--- src/rtl/sae_pkg.sv ---
// Shared constants and types for the segment address extension
package sae_pkg;
   // Register file locations inside the segment/page group
   localparam logic [7:0] PORT_BASE  = 8'hE0; // Port 0-3 data, normal place
   localparam logic [7:0] PAGE_BASE  = 8'hF0; // Data page 0-3, normal place
   localparam logic [7:0] CODE_OFS   = 8'hF4; // code_segment
   localparam logic [7:0] MODE2_OFS  = 8'hF6; // extended_mode_register_two
   localparam logic [7:0] ISEG_OFS   = 8'hF8; // interrupt_segment
   localparam logic [7:0] DSEG_OFS   = 8'hF9; // dma_segment
   // Field positions in extended_mode_register_two
   localparam int REMAP_BIT  = 5; // page_register_remap
   localparam int SAVECS_BIT = 6; // save_code_segment_mode
   // Widths
   localparam int SEG_W  = 6;  // Implemented segment bits
   localparam int VA_W   = 16; // Virtual address
   localparam int PA_W   = 22; // Physical address
   localparam int OFS_W  = 14; // Page offset
   localparam int NEST_N = 8;  // Tracked interrupt nesting levels
   // Reset values
   localparam logic [5:0] CODE_RST = 6'h00;
   localparam logic [5:0] SEG_RST  = 6'h00;
   localparam logic [7:0] BYTE_RST = 8'h00;
   // Controller APB register byte offsets
   localparam logic [7:0] C_CMD    = 8'h00; // [2:0] op, [8] dma_segment_select
   localparam logic [7:0] C_ADDR   = 8'h04; // [15:0] virtual or register address
   localparam logic [7:0] C_WDATA  = 8'h08; // [7:0] operand
   localparam logic [7:0] C_STAT   = 8'h0C; // [0] busy [1] cs pushed [2] routine fetch [3] refused
   localparam logic [7:0] C_RES    = 8'h10; // [21:0] physical address
   localparam logic [7:0] C_RDATA  = 8'h14; // [7:0] returned byte
   localparam int CMD_SEL_BIT = 8;
   // Requests from the core/DMA side
   typedef enum logic [2:0] {
      OP_REG_WR  = 3'b000,
      OP_REG_RD  = 3'b001,
      OP_FETCH   = 3'b010,
      OP_DATA    = 3'b011,
      OP_DMA     = 3'b100,
      OP_INT_ENT = 3'b101,
      OP_INT_RET = 3'b110,
      OP_FAR     = 3'b111
   } sae_op_t;
endpackage : sae_pkg

--- src/rtl/sae_if.sv ---
// Link between the core/DMA controller and the segment unit
`timescale 1ns/10ps
interface sae_if;
   logic            reqValid;  // One-cycle request strobe
   sae_pkg::sae_op_t reqOp;    // Request kind
   logic [15:0]     reqAddr;   // Virtual or register address
   logic [7:0]      reqData;   // Write byte, segment or popped code segment
   logic            reqSel;    // dma_segment_select for DMA requests
   logic            rspValid;  // One-cycle answer strobe
   logic [21:0]     rspAddr;   // Physical address
   logic [7:0]      rspData;   // Read byte or code segment to push
   logic            rspCsPush; // Interrupt frame holds the code segment
   logic            isrFetch;  // Fetch segment is interrupt_segment (level)
   modport mmu (input reqValid, reqOp, reqAddr, reqData, reqSel,
                output rspValid, rspAddr, rspData, rspCsPush, isrFetch);
   modport core (output reqValid, reqOp, reqAddr, reqData, reqSel,
                 input rspValid, rspAddr, rspData, rspCsPush, isrFetch);
endinterface : sae_if

--- src/rtl/sae_mmu.sv ---
// Segment address extension unit: segment registers and address forming
`timescale 1ns/10ps
module sae_mmu (
   input  wire logic mclk,
   input  wire logic rst_b,
   sae_if.mmu        link
);
   // All state of the unit
   typedef struct packed {
      logic [5:0]      cs;        // code_segment
      logic [5:0]      iseg;      // interrupt_segment
      logic [5:0]      dseg;      // dma_segment
      logic [3:0][7:0] page;      // data_page_register 0-3
      logic [3:0][7:0] port;      // Port 0-3 data registers
      logic            remap;     // page_register_remap
      logic            saveCs;    // save_code_segment_mode
      logic [3:0]      depth;     // Open interrupt levels
      logic [7:0]      frames;    // Per level: frame carried code_segment
      logic            rspValid;  // Answer strobe
      logic [21:0]     rspAddr;   // Answer address
      logic [7:0]      rspData;   // Answer byte
      logic            rspCsPush; // Answer: code_segment in frame
      logic            isrFetch;  // Fetch source flag
   } sae_mmu_t;

   // State copies: one registered, one worked out each cycle
   sae_mmu_t s_q;    // Registered state
   sae_mmu_t s_d;    // Next state
   // Decode helpers for the current request
   logic     pageHit; // Address selects a data page register
   logic     portHit; // Address selects a port data register
   logic [1:0] idx;  // Register index within a group of four
   logic [5:0] fseg; // Segment used for instruction fetch

   // Register map decode; the two groups trade places when remapped
   always_comb begin
      // Low two address bits pick one register of a group of four
      idx = link.reqAddr[1:0];
      // Compare address bits 7:2, above the index bits, against each group base
      if (s_q.remap) begin
         pageHit = link.reqAddr[7:2] == sae_pkg::PORT_BASE[7:2];
         portHit = link.reqAddr[7:2] == sae_pkg::PAGE_BASE[7:2];
      end else begin
         pageHit = link.reqAddr[7:2] == sae_pkg::PAGE_BASE[7:2];
         portHit = link.reqAddr[7:2] == sae_pkg::PORT_BASE[7:2];
      end
   end

   // Fetch source: the interrupt segment while the newest open level
   // is a default-mode entry, the code segment otherwise
   // A save-mode level has loaded code_segment already, so it wins
   always_comb begin
      if (s_q.depth != 4'h0 && !s_q.frames[0]) begin
         fseg = s_q.iseg;
      end else begin
         fseg = s_q.cs;
      end
   end

   // Request handling: every request is answered at the next edge;
   // answer fields other than the strobe hold until the next answer
   always_comb begin
      s_d = s_q;
      s_d.rspValid = 1'b0;
      if (link.reqValid) begin
         s_d.rspValid  = 1'b1;
         // Zero address for requests that form none
         s_d.rspAddr   = '0;
         s_d.rspData   = sae_pkg::BYTE_RST;
         s_d.rspCsPush = 1'b0;
         unique case (link.reqOp)
            // Register write; segment registers keep only six bits
            sae_pkg::OP_REG_WR: begin
               // Page and port registers keep all eight bits
               if (pageHit) begin
                  s_d.page[idx] = link.reqData;
               end else if (portHit) begin
                  s_d.port[idx] = link.reqData;
               end else if (link.reqAddr[7:0] == sae_pkg::CODE_OFS) begin
                  s_d.cs = link.reqData[5:0];
               end else if (link.reqAddr[7:0] == sae_pkg::MODE2_OFS) begin
                  s_d.remap  = link.reqData[sae_pkg::REMAP_BIT];
                  s_d.saveCs = link.reqData[sae_pkg::SAVECS_BIT];
               end else if (link.reqAddr[7:0] == sae_pkg::ISEG_OFS) begin
                  s_d.iseg = link.reqData[5:0];
               end else if (link.reqAddr[7:0] == sae_pkg::DSEG_OFS) begin
                  s_d.dseg = link.reqData[5:0];
               end
            end
            // Register read; unimplemented bits and locations read zero
            sae_pkg::OP_REG_RD: begin
               // Group decode already allows for the remap swap
               if (pageHit) begin
                  s_d.rspData = s_q.page[idx];
               end else if (portHit) begin
                  s_d.rspData = s_q.port[idx];
               end else if (link.reqAddr[7:0] == sae_pkg::CODE_OFS) begin
                  s_d.rspData = {2'b00, s_q.cs};
               end else if (link.reqAddr[7:0] == sae_pkg::MODE2_OFS) begin
                  s_d.rspData = {1'b0, s_q.saveCs, s_q.remap, 5'b0_0000};
               end else if (link.reqAddr[7:0] == sae_pkg::ISEG_OFS) begin
                  s_d.rspData = {2'b00, s_q.iseg};
               end else if (link.reqAddr[7:0] == sae_pkg::DSEG_OFS) begin
                  s_d.rspData = {2'b00, s_q.dseg};
               end
            end
            // Instruction fetch
            sae_pkg::OP_FETCH: begin
               // Segment on bits 21:16, virtual address below
               s_d.rspAddr = {fseg, link.reqAddr};
            end
            // Data access: never looks at the save mode
            sae_pkg::OP_DATA: begin
               // Top two virtual bits pick the page register
               s_d.rspAddr = {s_q.page[link.reqAddr[15:14]],
                              link.reqAddr[13:0]};
            end
            // Peripheral-memory DMA
            sae_pkg::OP_DMA: begin
               // Never code_segment: a DMA finds its segment whatever the program jumped to
               if (link.reqSel) begin
                  s_d.rspAddr = {s_q.dseg, link.reqAddr};
               end else begin
                  s_d.rspAddr = {s_q.iseg, link.reqAddr};
               end
            end
            // Interrupt entry: vector lies in the interrupt segment
            sae_pkg::OP_INT_ENT: begin
               s_d.rspAddr = {s_q.iseg, link.reqAddr};
               // Per level, note whether the frame carries code_segment
               s_d.frames  = {s_q.frames[6:0], s_q.saveCs};
               // Deeper nesting than tracked loses the oldest level
               if (s_q.depth != 4'(sae_pkg::NEST_N)) begin
                  s_d.depth = s_q.depth + 4'h1;
               end
               // Save mode: old code_segment goes out for the stack frame
               if (s_q.saveCs) begin
                  s_d.rspCsPush = 1'b1;
                  s_d.rspData   = {2'b00, s_q.cs};
                  s_d.cs        = s_q.iseg;
               end
            end
            // Interrupt return: pops the newest level
            sae_pkg::OP_INT_RET: begin
               if (s_q.depth != 4'h0) begin
                  s_d.depth  = s_q.depth - 4'h1;
                  s_d.frames = {1'b0, s_q.frames[7:1]};
                  // Only a save-mode frame holds a code_segment to restore
                  if (s_q.frames[0]) begin
                     s_d.cs = link.reqData[5:0];
                  end
               end else if (s_q.saveCs) begin
                  // No level on record: follow the mode as it is now
                  s_d.cs = link.reqData[5:0];
               end
               s_d.rspCsPush = s_q.depth != 4'h0 ? s_q.frames[0] : s_q.saveCs;
            end
            // Far jump, call or return: loads the code segment only, so
            // inside a default-mode routine fetch stays on interrupt_segment
            sae_pkg::OP_FAR: begin
               // Call, jump and return differ only on the stack, not here
               s_d.cs = link.reqData[5:0];
            end
         endcase
      end
      // Flag mirrors the fetch source as it stands after this edge
      s_d.isrFetch = s_d.depth != 4'h0 && !s_d.frames[0];
   end

   // State register; code segment clears, others to known zero
   // Segment and page registers have no defined reset in hardware; zero keeps runs repeatable
   always_ff @(posedge mclk or negedge rst_b) begin
      if (!rst_b) begin
         s_q <= '0;
         s_q.cs <= sae_pkg::CODE_RST;
         s_q.iseg <= sae_pkg::SEG_RST;
         s_q.dseg <= sae_pkg::SEG_RST;
      end else begin
         s_q <= s_d;
      end
   end

   // Outputs straight from the state flops,
   // so the link never sees a combinational glitch
   assign link.rspValid  = s_q.rspValid;
   assign link.rspAddr   = s_q.rspAddr;
   assign link.rspData   = s_q.rspData;
   assign link.rspCsPush = s_q.rspCsPush;
   assign link.isrFetch  = s_q.isrFetch;
endmodule : sae_mmu

--- src/flat_wrapper.sv ---
// flat-port wrapper written by rule: the top's interface ports become plain ports
module sae_mmu_flat 
  (mclk, rst_b, link_reqValid, link_reqOp, link_reqAddr, link_reqData, link_reqSel, link_rspValid, link_rspAddr, link_rspData, link_rspCsPush, link_isrFetch);
  sae_if link_i ();
  input  wire logic mclk;
  input  wire logic rst_b;
  input wire logic [$bits(link_i.reqValid)-1:0] link_reqValid;
  input wire logic [$bits(link_i.reqOp)-1:0] link_reqOp;
  input wire logic [$bits(link_i.reqAddr)-1:0] link_reqAddr;
  input wire logic [$bits(link_i.reqData)-1:0] link_reqData;
  input wire logic [$bits(link_i.reqSel)-1:0] link_reqSel;
  output wire logic [$bits(link_i.rspValid)-1:0] link_rspValid;
  output wire logic [$bits(link_i.rspAddr)-1:0] link_rspAddr;
  output wire logic [$bits(link_i.rspData)-1:0] link_rspData;
  output wire logic [$bits(link_i.rspCsPush)-1:0] link_rspCsPush;
  output wire logic [$bits(link_i.isrFetch)-1:0] link_isrFetch;
  assign link_i.reqValid = link_reqValid;
  assign link_i.reqOp = link_reqOp;
  assign link_i.reqAddr = link_reqAddr;
  assign link_i.reqData = link_reqData;
  assign link_i.reqSel = link_reqSel;
  assign link_rspValid = link_i.rspValid;
  assign link_rspAddr = link_i.rspAddr;
  assign link_rspData = link_i.rspData;
  assign link_rspCsPush = link_i.rspCsPush;
  assign link_isrFetch = link_i.isrFetch;
  sae_mmu u_core (.mclk(mclk), .rst_b(rst_b), .link(link_i));
endmodule
--- config.mk ---
export PLATFORM = sky130hd
export DESIGN_NAME = sae_mmu_flat
export DESIGN_NICKNAME = d
export VERILOG_FILES = /design/src/rtl/sae_pkg.sv /design/src/rtl/sae_if.sv /design/src/rtl/sae_mmu.sv /design/src/flat_wrapper.sv
export SDC_FILE = /design/constraint.sdc
export NUM_CORES = 1
export LEC_CHECK = 0
export BUFFER_PORTS_ARGS = -buffer_cell sky130_fd_sc_hd__clkbuf_2
export CORE_ASPECT_RATIO = 0.7
export CORE_MARGIN = 8
export CORE_UTILIZATION = 60
export CTS_CLUSTER_DIAMETER = 150
export DETAILED_ROUTE_END_ITERATION = 7
export PLACE_DENSITY_LB_ADDON = 0.05
export SYNTH_ARGS = -nofsm -noshare
export SYNTH_HDL_FRONTEND = slang
export SYNTH_SLANG_ARGS = --single-unit
--- constraint.sdc ---
create_clock -name mclk -period 4.1 [get_ports mclk]
set_clock_uncertainty 0.15 [all_clocks]
set_input_delay 0.41 -clock mclk [delete_from_list [all_inputs] [get_ports mclk]]
set_output_delay 0.41 -clock mclk [all_outputs]
set_load 0.01 [all_outputs]
==> results of run 1 <==
==> per-stage QoR <==
stage               setup WS, ps  hold WS (ps)
floorplan                   1840         -35.6
global placement            1260           294
detailed placement          1190           303
CTS                         1570          50.2
global route                1330          57.6
finish                      1520          65.8
==> state kept, by name (all words and copies together) (netlist names) <==
signal                 count
u_core.link.isrFetch       1
u_core.link.rspValid       1
u_core.link.rspAddr       22
u_core.link.rspData        8
u_core.link.rspCsPush      1
u_core.s_q                96
==> worst reg2reg max path, cell delays in order, from the launching register on <==
cell,delay [ps]
dfrtp_1,410
inv_1,90
ha_1,250
nor3b_1,200
nor2_1,490
mux2_2,420
a221oi_1,300
a21oi_1,120
==> cells by family after synthesis <==
logic type,after synthesis
AND/OR/NAND/NOR,126
AO/OA/AOI/OAI,111
buffers and inverters,75
multiplexers,124
adder cells (fa/ha/maj),2
flip-flops,129
XOR/XNOR,2
==> layout by cell type, fill, tap and decap left out, types with 2 or more instances in the layout <==
cell type | netlist | final
mux4_2 | 23 | 23
nor2_4 | 3 | 3
mux2i_1 | 8 | 8
o221ai_1 | 3 | 3
nor3_2 | 2 | 2
buf_4 | 33 | 8
a21oi_1 | 16 | 16
nand3b_1 | 2 | 2
bufinv_16 | 0 | 3
nor3b_1 | 3 | 3
o21a_1 | 2 | 2
a221oi_1 | 19 | 19
nand2b_1 | 2 | 2
o211ai_1 | 5 | 5
a31oi_1 | 5 | 5
ha_1 | 2 | 2
inv_1 | 10 | 10
clkinv_2 | 0 | 7
dfrtp_1 | 129 | 129
o21ai_0 | 23 | 23
and2_1 | 2 | 2
nor2b_1 | 14 | 14
nor2_1 | 47 | 47
mux2_2 | 92 | 92
a22oi_1 | 4 | 4
and3_1 | 6 | 6
clkbuf_16 | 0 | 17
nor3_1 | 3 | 3
nor4_4 | 2 | 2
clkbuf_2 | 1 | 62
nand4_1 | 5 | 5
a22o_1 | 27 | 27
nand3_1 | 6 | 6
nand2_1 | 20 | 20
==> cell type report <==
class,count,share of cell area (%)
clock buffer,19,5.83
timing repair buffer,71,5.00
multi-input combinational,365,41.8
tap,153,2.52
clock inverter,12,1.86
sequential,129,42.5
inverter,10,0.494
==> final timing paths <==
path / from / end / slack (ps) / cells past startpoint
max reg2reg: u_core.s_q[41] / u_core.link.rspAddr[21] / 1520 / 7
min reg2reg: u_core.s_q[55] / u_core.s_q[55] / 330 / 1
max in group asynchronous: rst_b / u_core.s_q[107] / 2520 / 3
max: u_core.s_q[41] / u_core.link.rspAddr[21] / 1520 / 7
min in group asynchronous: rst_b / u_core.s_q[119] / 390 / 2
min: link_reqAddr[8] / u_core.link.rspAddr[8] / 70 / 2
==> routing by layer <==
| layer | wire length, um | track usage (%) | up-vias | share of wire, % |
|---|---|---|---|---|
| li1 | - | - | 2137 | - |
| met1 | 7730 | 34.2 | 2495 | 45 |
| met2 | 7420 | 33.2 | 233 | 43 |
| met3 | 1870 | 7.77 | 22 | 11 |
| met4 | 153 | 6.13 | 0 | 0.89 |
| met5 | 0 | 0 | - | 0 |
==> power groups by stage <==
stage	Combinational [uW]	Sequential, uW	Clock, uW
2_1_floorplan	286	1410	0
3_3_place_gp	385	1430	0
3_5_place_dp	392	1430	0
4_1_cts	396	1410	1520
5_1_grt	435	1420	1570
6_report	397	1410	1500
==> timing repair <==
item                                   in CTS  in global routing
hold buffers                                1                  0
gates resized for setup                     0                  0
endpoints found under the hold margin      44                  0
==> cell usage after synthesis (4+ instances only) <==
cell and instances:
nand3_1 6, a31oi_1 5, buf_4 33, o211ai_1 5, nand4_1 5, nor2b_1 14
nand2_1 20, a22o_1 27, a221oi_1 19, o21ai_0 23, nor2_1 47, clkbuf_1 26
dfrtp_1 129, a22oi_1 4, mux4_2 23, mux2i_1 8, and3_1 6, a21oi_1 16
inv_1 10, mux2_2 92
==> reports/summary.txt, run 1 <==
Port Buffers -> 63
CTS Root Cell -> clkbuf_16
gr ovfl total -> 0
post-synth cell types -> 53
vias per inst -> 6.44
Post-Syn Area -> 6820 um^2
status -> finished, final reports clean
Adder-Cell Fraction of Synth Area -> 0.367%
ys async rst share -> 100%
Clock power frac -> 45.3%
Final Hold Viols -> 0
setup TNS -> 0 ps
initial DRC count -> 529
Tightest Hold Check Type -> input port to flip-flop
Final Setup Violations -> 0
Setup CP Type -> flip-flop to flip-flop
n_diodes -> 0
routed wire length -> 17.2 mm
CP top delay family -> simple AND/OR/NAND/NOR gates
Synth Flop Type -> dfrtp_1
GRT Total Usage -> 23.6%
maximum vdd drop -> 0.260 mV
Critical Path RT -> 4210 ps
P&R area growth vs syn -> 11.5%
CP max-delay cell -> nor2_1
FP Rows -> 32
DRT Pass-1 Iters -> 5
Final Instance Count excl. Fillers -> 759
Final Wtd Congestion -> 0.883
Post-Synth XOR/XNOR Area -> 0.257%
first-pass GRT wire length -> 27.3 mm
startpoint types -> flip-flop
IO Pins -> 64
final net count -> 627
cell taking the most area after synthesis -> dfrtp_1
Rel. slew slack -> 33.2%
Internal Power -> 2470 uW
multi-input logic area -> 3180 um^2
max_cap viols -> 0
post-synthesis mux area share -> 24.1%
CTS Sinks -> 129
P_sw -> 845 uW
Tcrit/Tclk final -> 62.9%
vias in the first global route -> 4777
Yosys top cell area share -> 47.4%
worst-path cell chain -> inv_1 -> ha_1 -> nor3b_1 -> nor2_1 -> mux2_2 -> a221oi_1 -> a21oi_1
DP Wirelength -> 12.2 mm
routed via count -> 4887
Die Footprint -> 15100 um^2
antenna violations before repair -> 0
P per Cell Area -> 436 nW/um^2
max-slew violation count -> 0
core area -> 11100 um^2
yosys warns -> 0
postcts setup bufs -> 0
FMAX -> 0.388 GHz
CTS Buf Count -> 17
H-tree Lvls -> 4
post-layout util -> 68.8%
Power, Total -> 3310 uW
CTS max path bufs -> 2
die height -> 105 um
Clock Pin Slew Worst Setup and Hold Paths -> 60 ps
number of fillers in the final layout -> 845
Antenna Nets Post-Route -> 0
Initial Util -> 61.7%
Post-Synth Simple-Gate Area -> 10.2%
leakage -> 0.00351 uW
WL per Instance -> 22.6 um
Worst Tran Pin Value -> 1000 ps
placed cell count -> 727
share of post-route cells with drive strength above 1 -> 37.5%
Seq cells post-synth -> 129
minimum clock period -> 2580 ps
Worst setup EP type -> flip-flop
Die X -> 143 um
synthesized instance count -> 569
DRC -> 0
unrepaired setup endpoints after global routing -> no
largest net degree at the start of global routing -> 48
Sequential Power Share -> 42.7%
sequential cell area fraction in the yosys report -> 47.4%
crit path DAT -> 2690 ps
Reg area -> 3230 um^2
worst skew pair latency -> 420 ps
CP peak stage delay -> 490 ps
Post-synth EDFFs -> 0
CTS tree -> built
Buf+Inv Stages, Crit Path -> 1
post-route cell area -> 7600 um^2
Compound-Gate Fraction of Synth Area -> 11.6%
ranking of synthesized cells by area -> dfrtp_1 (47%), mux2_2 (15%), mux4_2 (7.6%)
Sw Ratio -> 25.5%
Mapped Nets -> 602
logic gate share of total power -> 12.0%
main combinational cell family by area after synthesis -> multiplexers
crit-path max FO -> 6
Syn Area/Cell -> 12.0 um^2
DP Area -> 7010 um^2
Note: power is estimated with default switching activity, not from simulation.
==> inputs of run 2 (changes only) <==
--- a/config.mk
+++ b/config.mk
@@ -5,10 +5,11 @@
 export SDC_FILE = /design/constraint.sdc
 export NUM_CORES = 1
 export LEC_CHECK = 0
+export ABC_AREA = 1
 export BUFFER_PORTS_ARGS = -buffer_cell sky130_fd_sc_hd__clkbuf_2
 export CORE_ASPECT_RATIO = 0.7
 export CORE_MARGIN = 8
-export CORE_UTILIZATION = 60
+export CORE_UTILIZATION = 54
 export CTS_CLUSTER_DIAMETER = 150
 export DETAILED_ROUTE_END_ITERATION = 7
 export PLACE_DENSITY_LB_ADDON = 0.05
==> constraint.sdc (replaced) <==
create_clock -name mclk -period 2.3 [get_ports mclk]
set_clock_uncertainty 0.15 [all_clocks]
set_input_delay 0.23 -clock mclk [delete_from_list [all_inputs] [get_ports mclk]]
set_output_delay 0.23 -clock mclk [all_outputs]
set_load 0.01 [all_outputs]
==> reports/summary.txt, run 2 <==
status -> finished, final reports clean (unchanged)
final net count -> 955 (was 627)
CTS max path bufs -> 2 (unchanged)
Final Hold Viols -> 0 (unchanged)
CP top delay family -> buffers and inverters (was simple AND/OR/NAND/NOR gates)
Setup WS pre-CTS -> 183 ps (was 1190 ps)
vias per inst -> 5.71 (was 6.44)
multi-input logic area -> 2930 um^2 (was 3180 um^2)
Seq cells post-synth -> 129 (unchanged)
DRC -> 0 (unchanged)
Final Setup Violations -> 0 (unchanged)
Yosys top cell area share -> 47.1% (was 47.4%)
vias in the first global route -> 5966 (was 4777)
met3 wire len -> 1.85 mm (was 1.87 mm)
Worst Tran Pin Value -> 677 ps (was 1000 ps)
Die X -> 151 um (was 143 um)
largest net degree at the start of global routing -> 130 (was 48)
ranking of synthesized cells by area -> dfrtp_1 (47%), nand2_1 (11%), o21ai_0 (7.2%) (was dfrtp_1 (47%), mux2_2 (15%), mux4_2 (7.6%))
Worst setup EP type -> flip-flop (unchanged)
leakage -> 0.00385 uW (was 0.00351 uW)
crit-path max FO -> 16 (was 6)
Antenna Nets Post-Route -> 0 (unchanged)
max_cap viols -> 0 (unchanged)
commonest non-fill, non-tap cell in the layout -> nand2_1 (was dfrtp_1)
ys async rst share -> 100% (unchanged)
Rel. slew slack -> 54.9% (was 33.2%)
worst-path cell chain -> dlygate4sd3_1 -> clkbuf_2 -> nor2_2 -> nand3_2 -> nand2_2 -> nand2_4 -> inv_4 -> nand3_2 -> o21ai_0 (was inv_1 -> ha_1 -> nor3b_1 -> nor2_1 -> mux2_2 -> a221oi_1 -> a21oi_1)
H-tree Lvls -> 4 (unchanged)
P per Cell Area -> 753 nW/um^2 (was 436 nW/um^2)
CTS tree -> built (unchanged)
sequential cell area fraction in the yosys report -> 47.1% (was 47.4%)
cell taking the most area after synthesis -> dfrtp_1 (unchanged)
WL per Instance -> 18.1 um (was 22.6 um)
WL met1 -> 8.97 mm (was 7.73 mm)
Clock Pin Slew Worst Setup and Hold Paths -> 60 ps (about the same)
Syn Area/Cell -> 7.91 um^2 (was 12.0 um^2)
P_sw -> 1740 uW (was 845 uW)
number of fillers in the final layout -> 1103 (was 845)
fin worst setup slack -> 177 ps (was 1520 ps)
yosys warns -> 0 (unchanged)
routed wire length -> 19.9 mm (was 17.2 mm)
Initial Util -> 55.2% (was 61.7%)
most common cell in the synthesized netlist -> nand2_1 (was dfrtp_1)
worst skew pair latency -> 410 ps (was 420 ps)
list of most frequent post-synthesis cells -> nand2_1 (204), dfrtp_1 (129), o21ai_0 (99) (was dfrtp_1 (129), mux2_2 (92), nor2_1 (47))
Largest Register -> u_core.s_q (unchanged)
first-pass GRT wire length -> 31.7 mm (was 27.3 mm)
FP Rows -> 34 (was 32)
Post-synth EDFFs -> 0 (unchanged)
CTS Buf Count -> 17 (unchanged)
antenna violations before repair -> 0 (unchanged)
n_diodes -> 0 (unchanged)
DP Wirelength -> 14.3 mm (was 12.2 mm)
worst reg2reg startpoint -> u_core.s_q[41] (unchanged)
Port Buffers -> 63 (unchanged)
FMAX -> 0.471 GHz
max-slew violation count -> 0 (unchanged)
post-synth cell types -> 42 (was 53)
CTS Sinks -> 129 (unchanged)
logic gate share of total power -> 14.0% (was 12.0%)
startpoint types -> input port (was flip-flop)
Reg area -> 3230 um^2 (unchanged)
Tightest Hold Check Type -> input port to flip-flop (unchanged)
Clock power frac -> 44.0% (was 45.3%)
Hold Crit Start -> link_reqData[2] (was link_reqAddr[8])
Max Used Layer -> met4 (unchanged)
Sequential Power Share -> 42.0% (was 42.7%)
crit path DAT -> 2280 ps (was 2690 ps)
core area -> 12400 um^2 (was 11100 um^2)
synthesized instance count -> 867 (was 569)
routed via count -> 6260 (was 4887)
origin of the worst setup path -> link_reqAddr[2] (was u_core.s_q[41])
Die Footprint -> 16600 um^2 (was 15100 um^2)
Critical Path RT -> 2460 ps (was 4210 ps)
setup TNS -> 0 ps (unchanged)
number of flip-flops in the largest register -> 96 (unchanged)
maximum vdd drop -> 0.507 mV (was 0.260 mV)
Most common cell on crit path -> nand3_2
commonest non-fill, non-tap cells in the layout -> nand2_1 (202), dfrtp_1 (129), o21ai_0 (99) (was dfrtp_1 (129), mux2_2 (92), clkbuf_2 (62))
unrepaired setup endpoints after global routing -> no (unchanged)
DRT Pass-1 Iters -> 5 (unchanged)
Mapped Nets -> 900 (was 602)
Sw Ratio -> 29.1% (was 25.5%)
CP peak stage delay -> 540 ps (was 490 ps)
Setup CP Type -> input port to flip-flop (was flip-flop to flip-flop)
Tcrit/Tclk final -> 92.3%
Buf+Inv Stages, Crit Path -> 3 (was 1)
CTS Root Cell -> clkbuf_16 (unchanged)
gr ovfl total -> 0 (unchanged)
Post-Syn Area -> 6860 um^2 (was 6820 um^2)
GRT Total Usage -> 24.7% (was 23.6%)
Internal Power -> 4230 uW (was 2470 uW)
Final Wtd Congestion -> 0.960 (was 0.883)
minimum clock period -> 2120 ps
share of post-route cells with drive strength above 1 -> 17.1% (was 37.5%)
Synth Flop Type -> dfrtp_1 (unchanged)
IO Pins -> 64 (unchanged)
WL met2 -> 8.76 mm (was 7.42 mm)
initial DRC count -> 569 (was 529)
die height -> 110 um (was 105 um)
CP max-delay cell -> dlygate4sd3_1 (was nor2_1)
P&R area growth vs syn -> 15.6% (was 11.5%)
-- run 2: changes by cell type after synthesis, moves of 13 or more --
cell      previous run  this run
a22o_1              27         0
nor2_1              47        67
o22ai_1              1        22
inv_1               10        79
mux4_2              23         0
nor2b_1             14         0
o21ai_1              1        23
a221oi_1            19         1
nand2_1             20       204
clkbuf_1            26        13
o21ai_0             23        99
mux2_2              92         0
a21oi_1             16        47
nand3_1              6        38
-- run 2: timing repair --
| item | 4_1_cts | 5_1_grt |
|---|---|---|
| endpoints found under the setup margin | 0 | 36 |
| hold endpoints to repair | 149 | 0 |
| hold buffers | 17 | 0 |
| buffers inserted | 0 | 3 |
| resized for setup | 0 | 7 |
-- run 2: stage by stage --
| stage | hold slack (ps) | instance area [um^2] | total power (uW) | utilization (%) | instances |
|---|---|---|---|---|---|
| floorplan | -216 | 6860 | 3060 | - | 867 |
| global placement | 246 | 7120 | 3310 | 57.3 | 1045 |
| detailed placement | 249 | 7120 | 3330 | 57.3 | 1045 |
| CTS | 1.38 | 7870 | 5970 | 63.4 | 1094 |
| global route | 19.7 | 7930 | 6230 | 63.9 | 1097 |
| finish | 15.8 | 7930 | 5970 | 63.9 | 1097 |
-- run 2: power groups by stage --
stage	combinational [uW]	sequential (uW)	clock, uW
finish	839	2510	2630
global route	937	2520	2770
floorplan	550	2510	0
CTS	822	2500	2650
global placement	775	2540	0
detailed placement	794	2540	0
-- run 2: worst paths after layout --
check | to | slack (ps) | cells past startpoint
max | u_core.s_q[99] | 180 | 9
max in group asynchronous | u_core.link.rspAddr[19] | 1180 | 3
min reg2reg | u_core.s_q[93] | 330 | 2
max reg2reg | u_core.link.rspAddr[19] | 220 | 9
min in group asynchronous | u_core.s_q[58] | 320 | 3
min | u_core.s_q[125] | 20 | 3
-- run 2: routing by layer --
layer | up-vias | GRT usage [%]
li1 | 2963 | -
met1 | 2992 | 35.3
met2 | 274 | 36.4
met3 | 31 | 5.95
met4 | 0 | 8.16
met5 | - | 0
-- run 2: kinds of logic (layout without fill, tap and decap cells) --
family	Yosys count	after routing	synth area share, %
fa+ha+maj	2	2	0.365
compound gates	231	231	19.0
simple gates	350	350	22.6
xor+xnor	3	3	0.383
buf+inv	152	220	10.6
flops	129	129	47.1
-- run 2: area by class of cell --
| cell class | instances | area share, % |
|---|---|---|
| Inverter | 89 | 4.29 |
| Sequential cell | 129 | 40.7 |
| Clock inverter | 13 | 1.59 |
| Clock buffer | 19 | 5.71 |
| Timing Repair Buffer | 99 | 8.26 |
| Tap cell | 162 | 2.55 |
| Multi-Input combinational cell | 586 | 36.9 |
-- run 2: worst reg2reg max path, delay by kind of cell, from the launching register on --
family                     cells  cell delay (ps)
and+or+nand+nor                4              700
buffers and inverters          2              290
DFF                            1              410
adders and majority gates      1              210
AOI/OAI and AO/OA              2              180
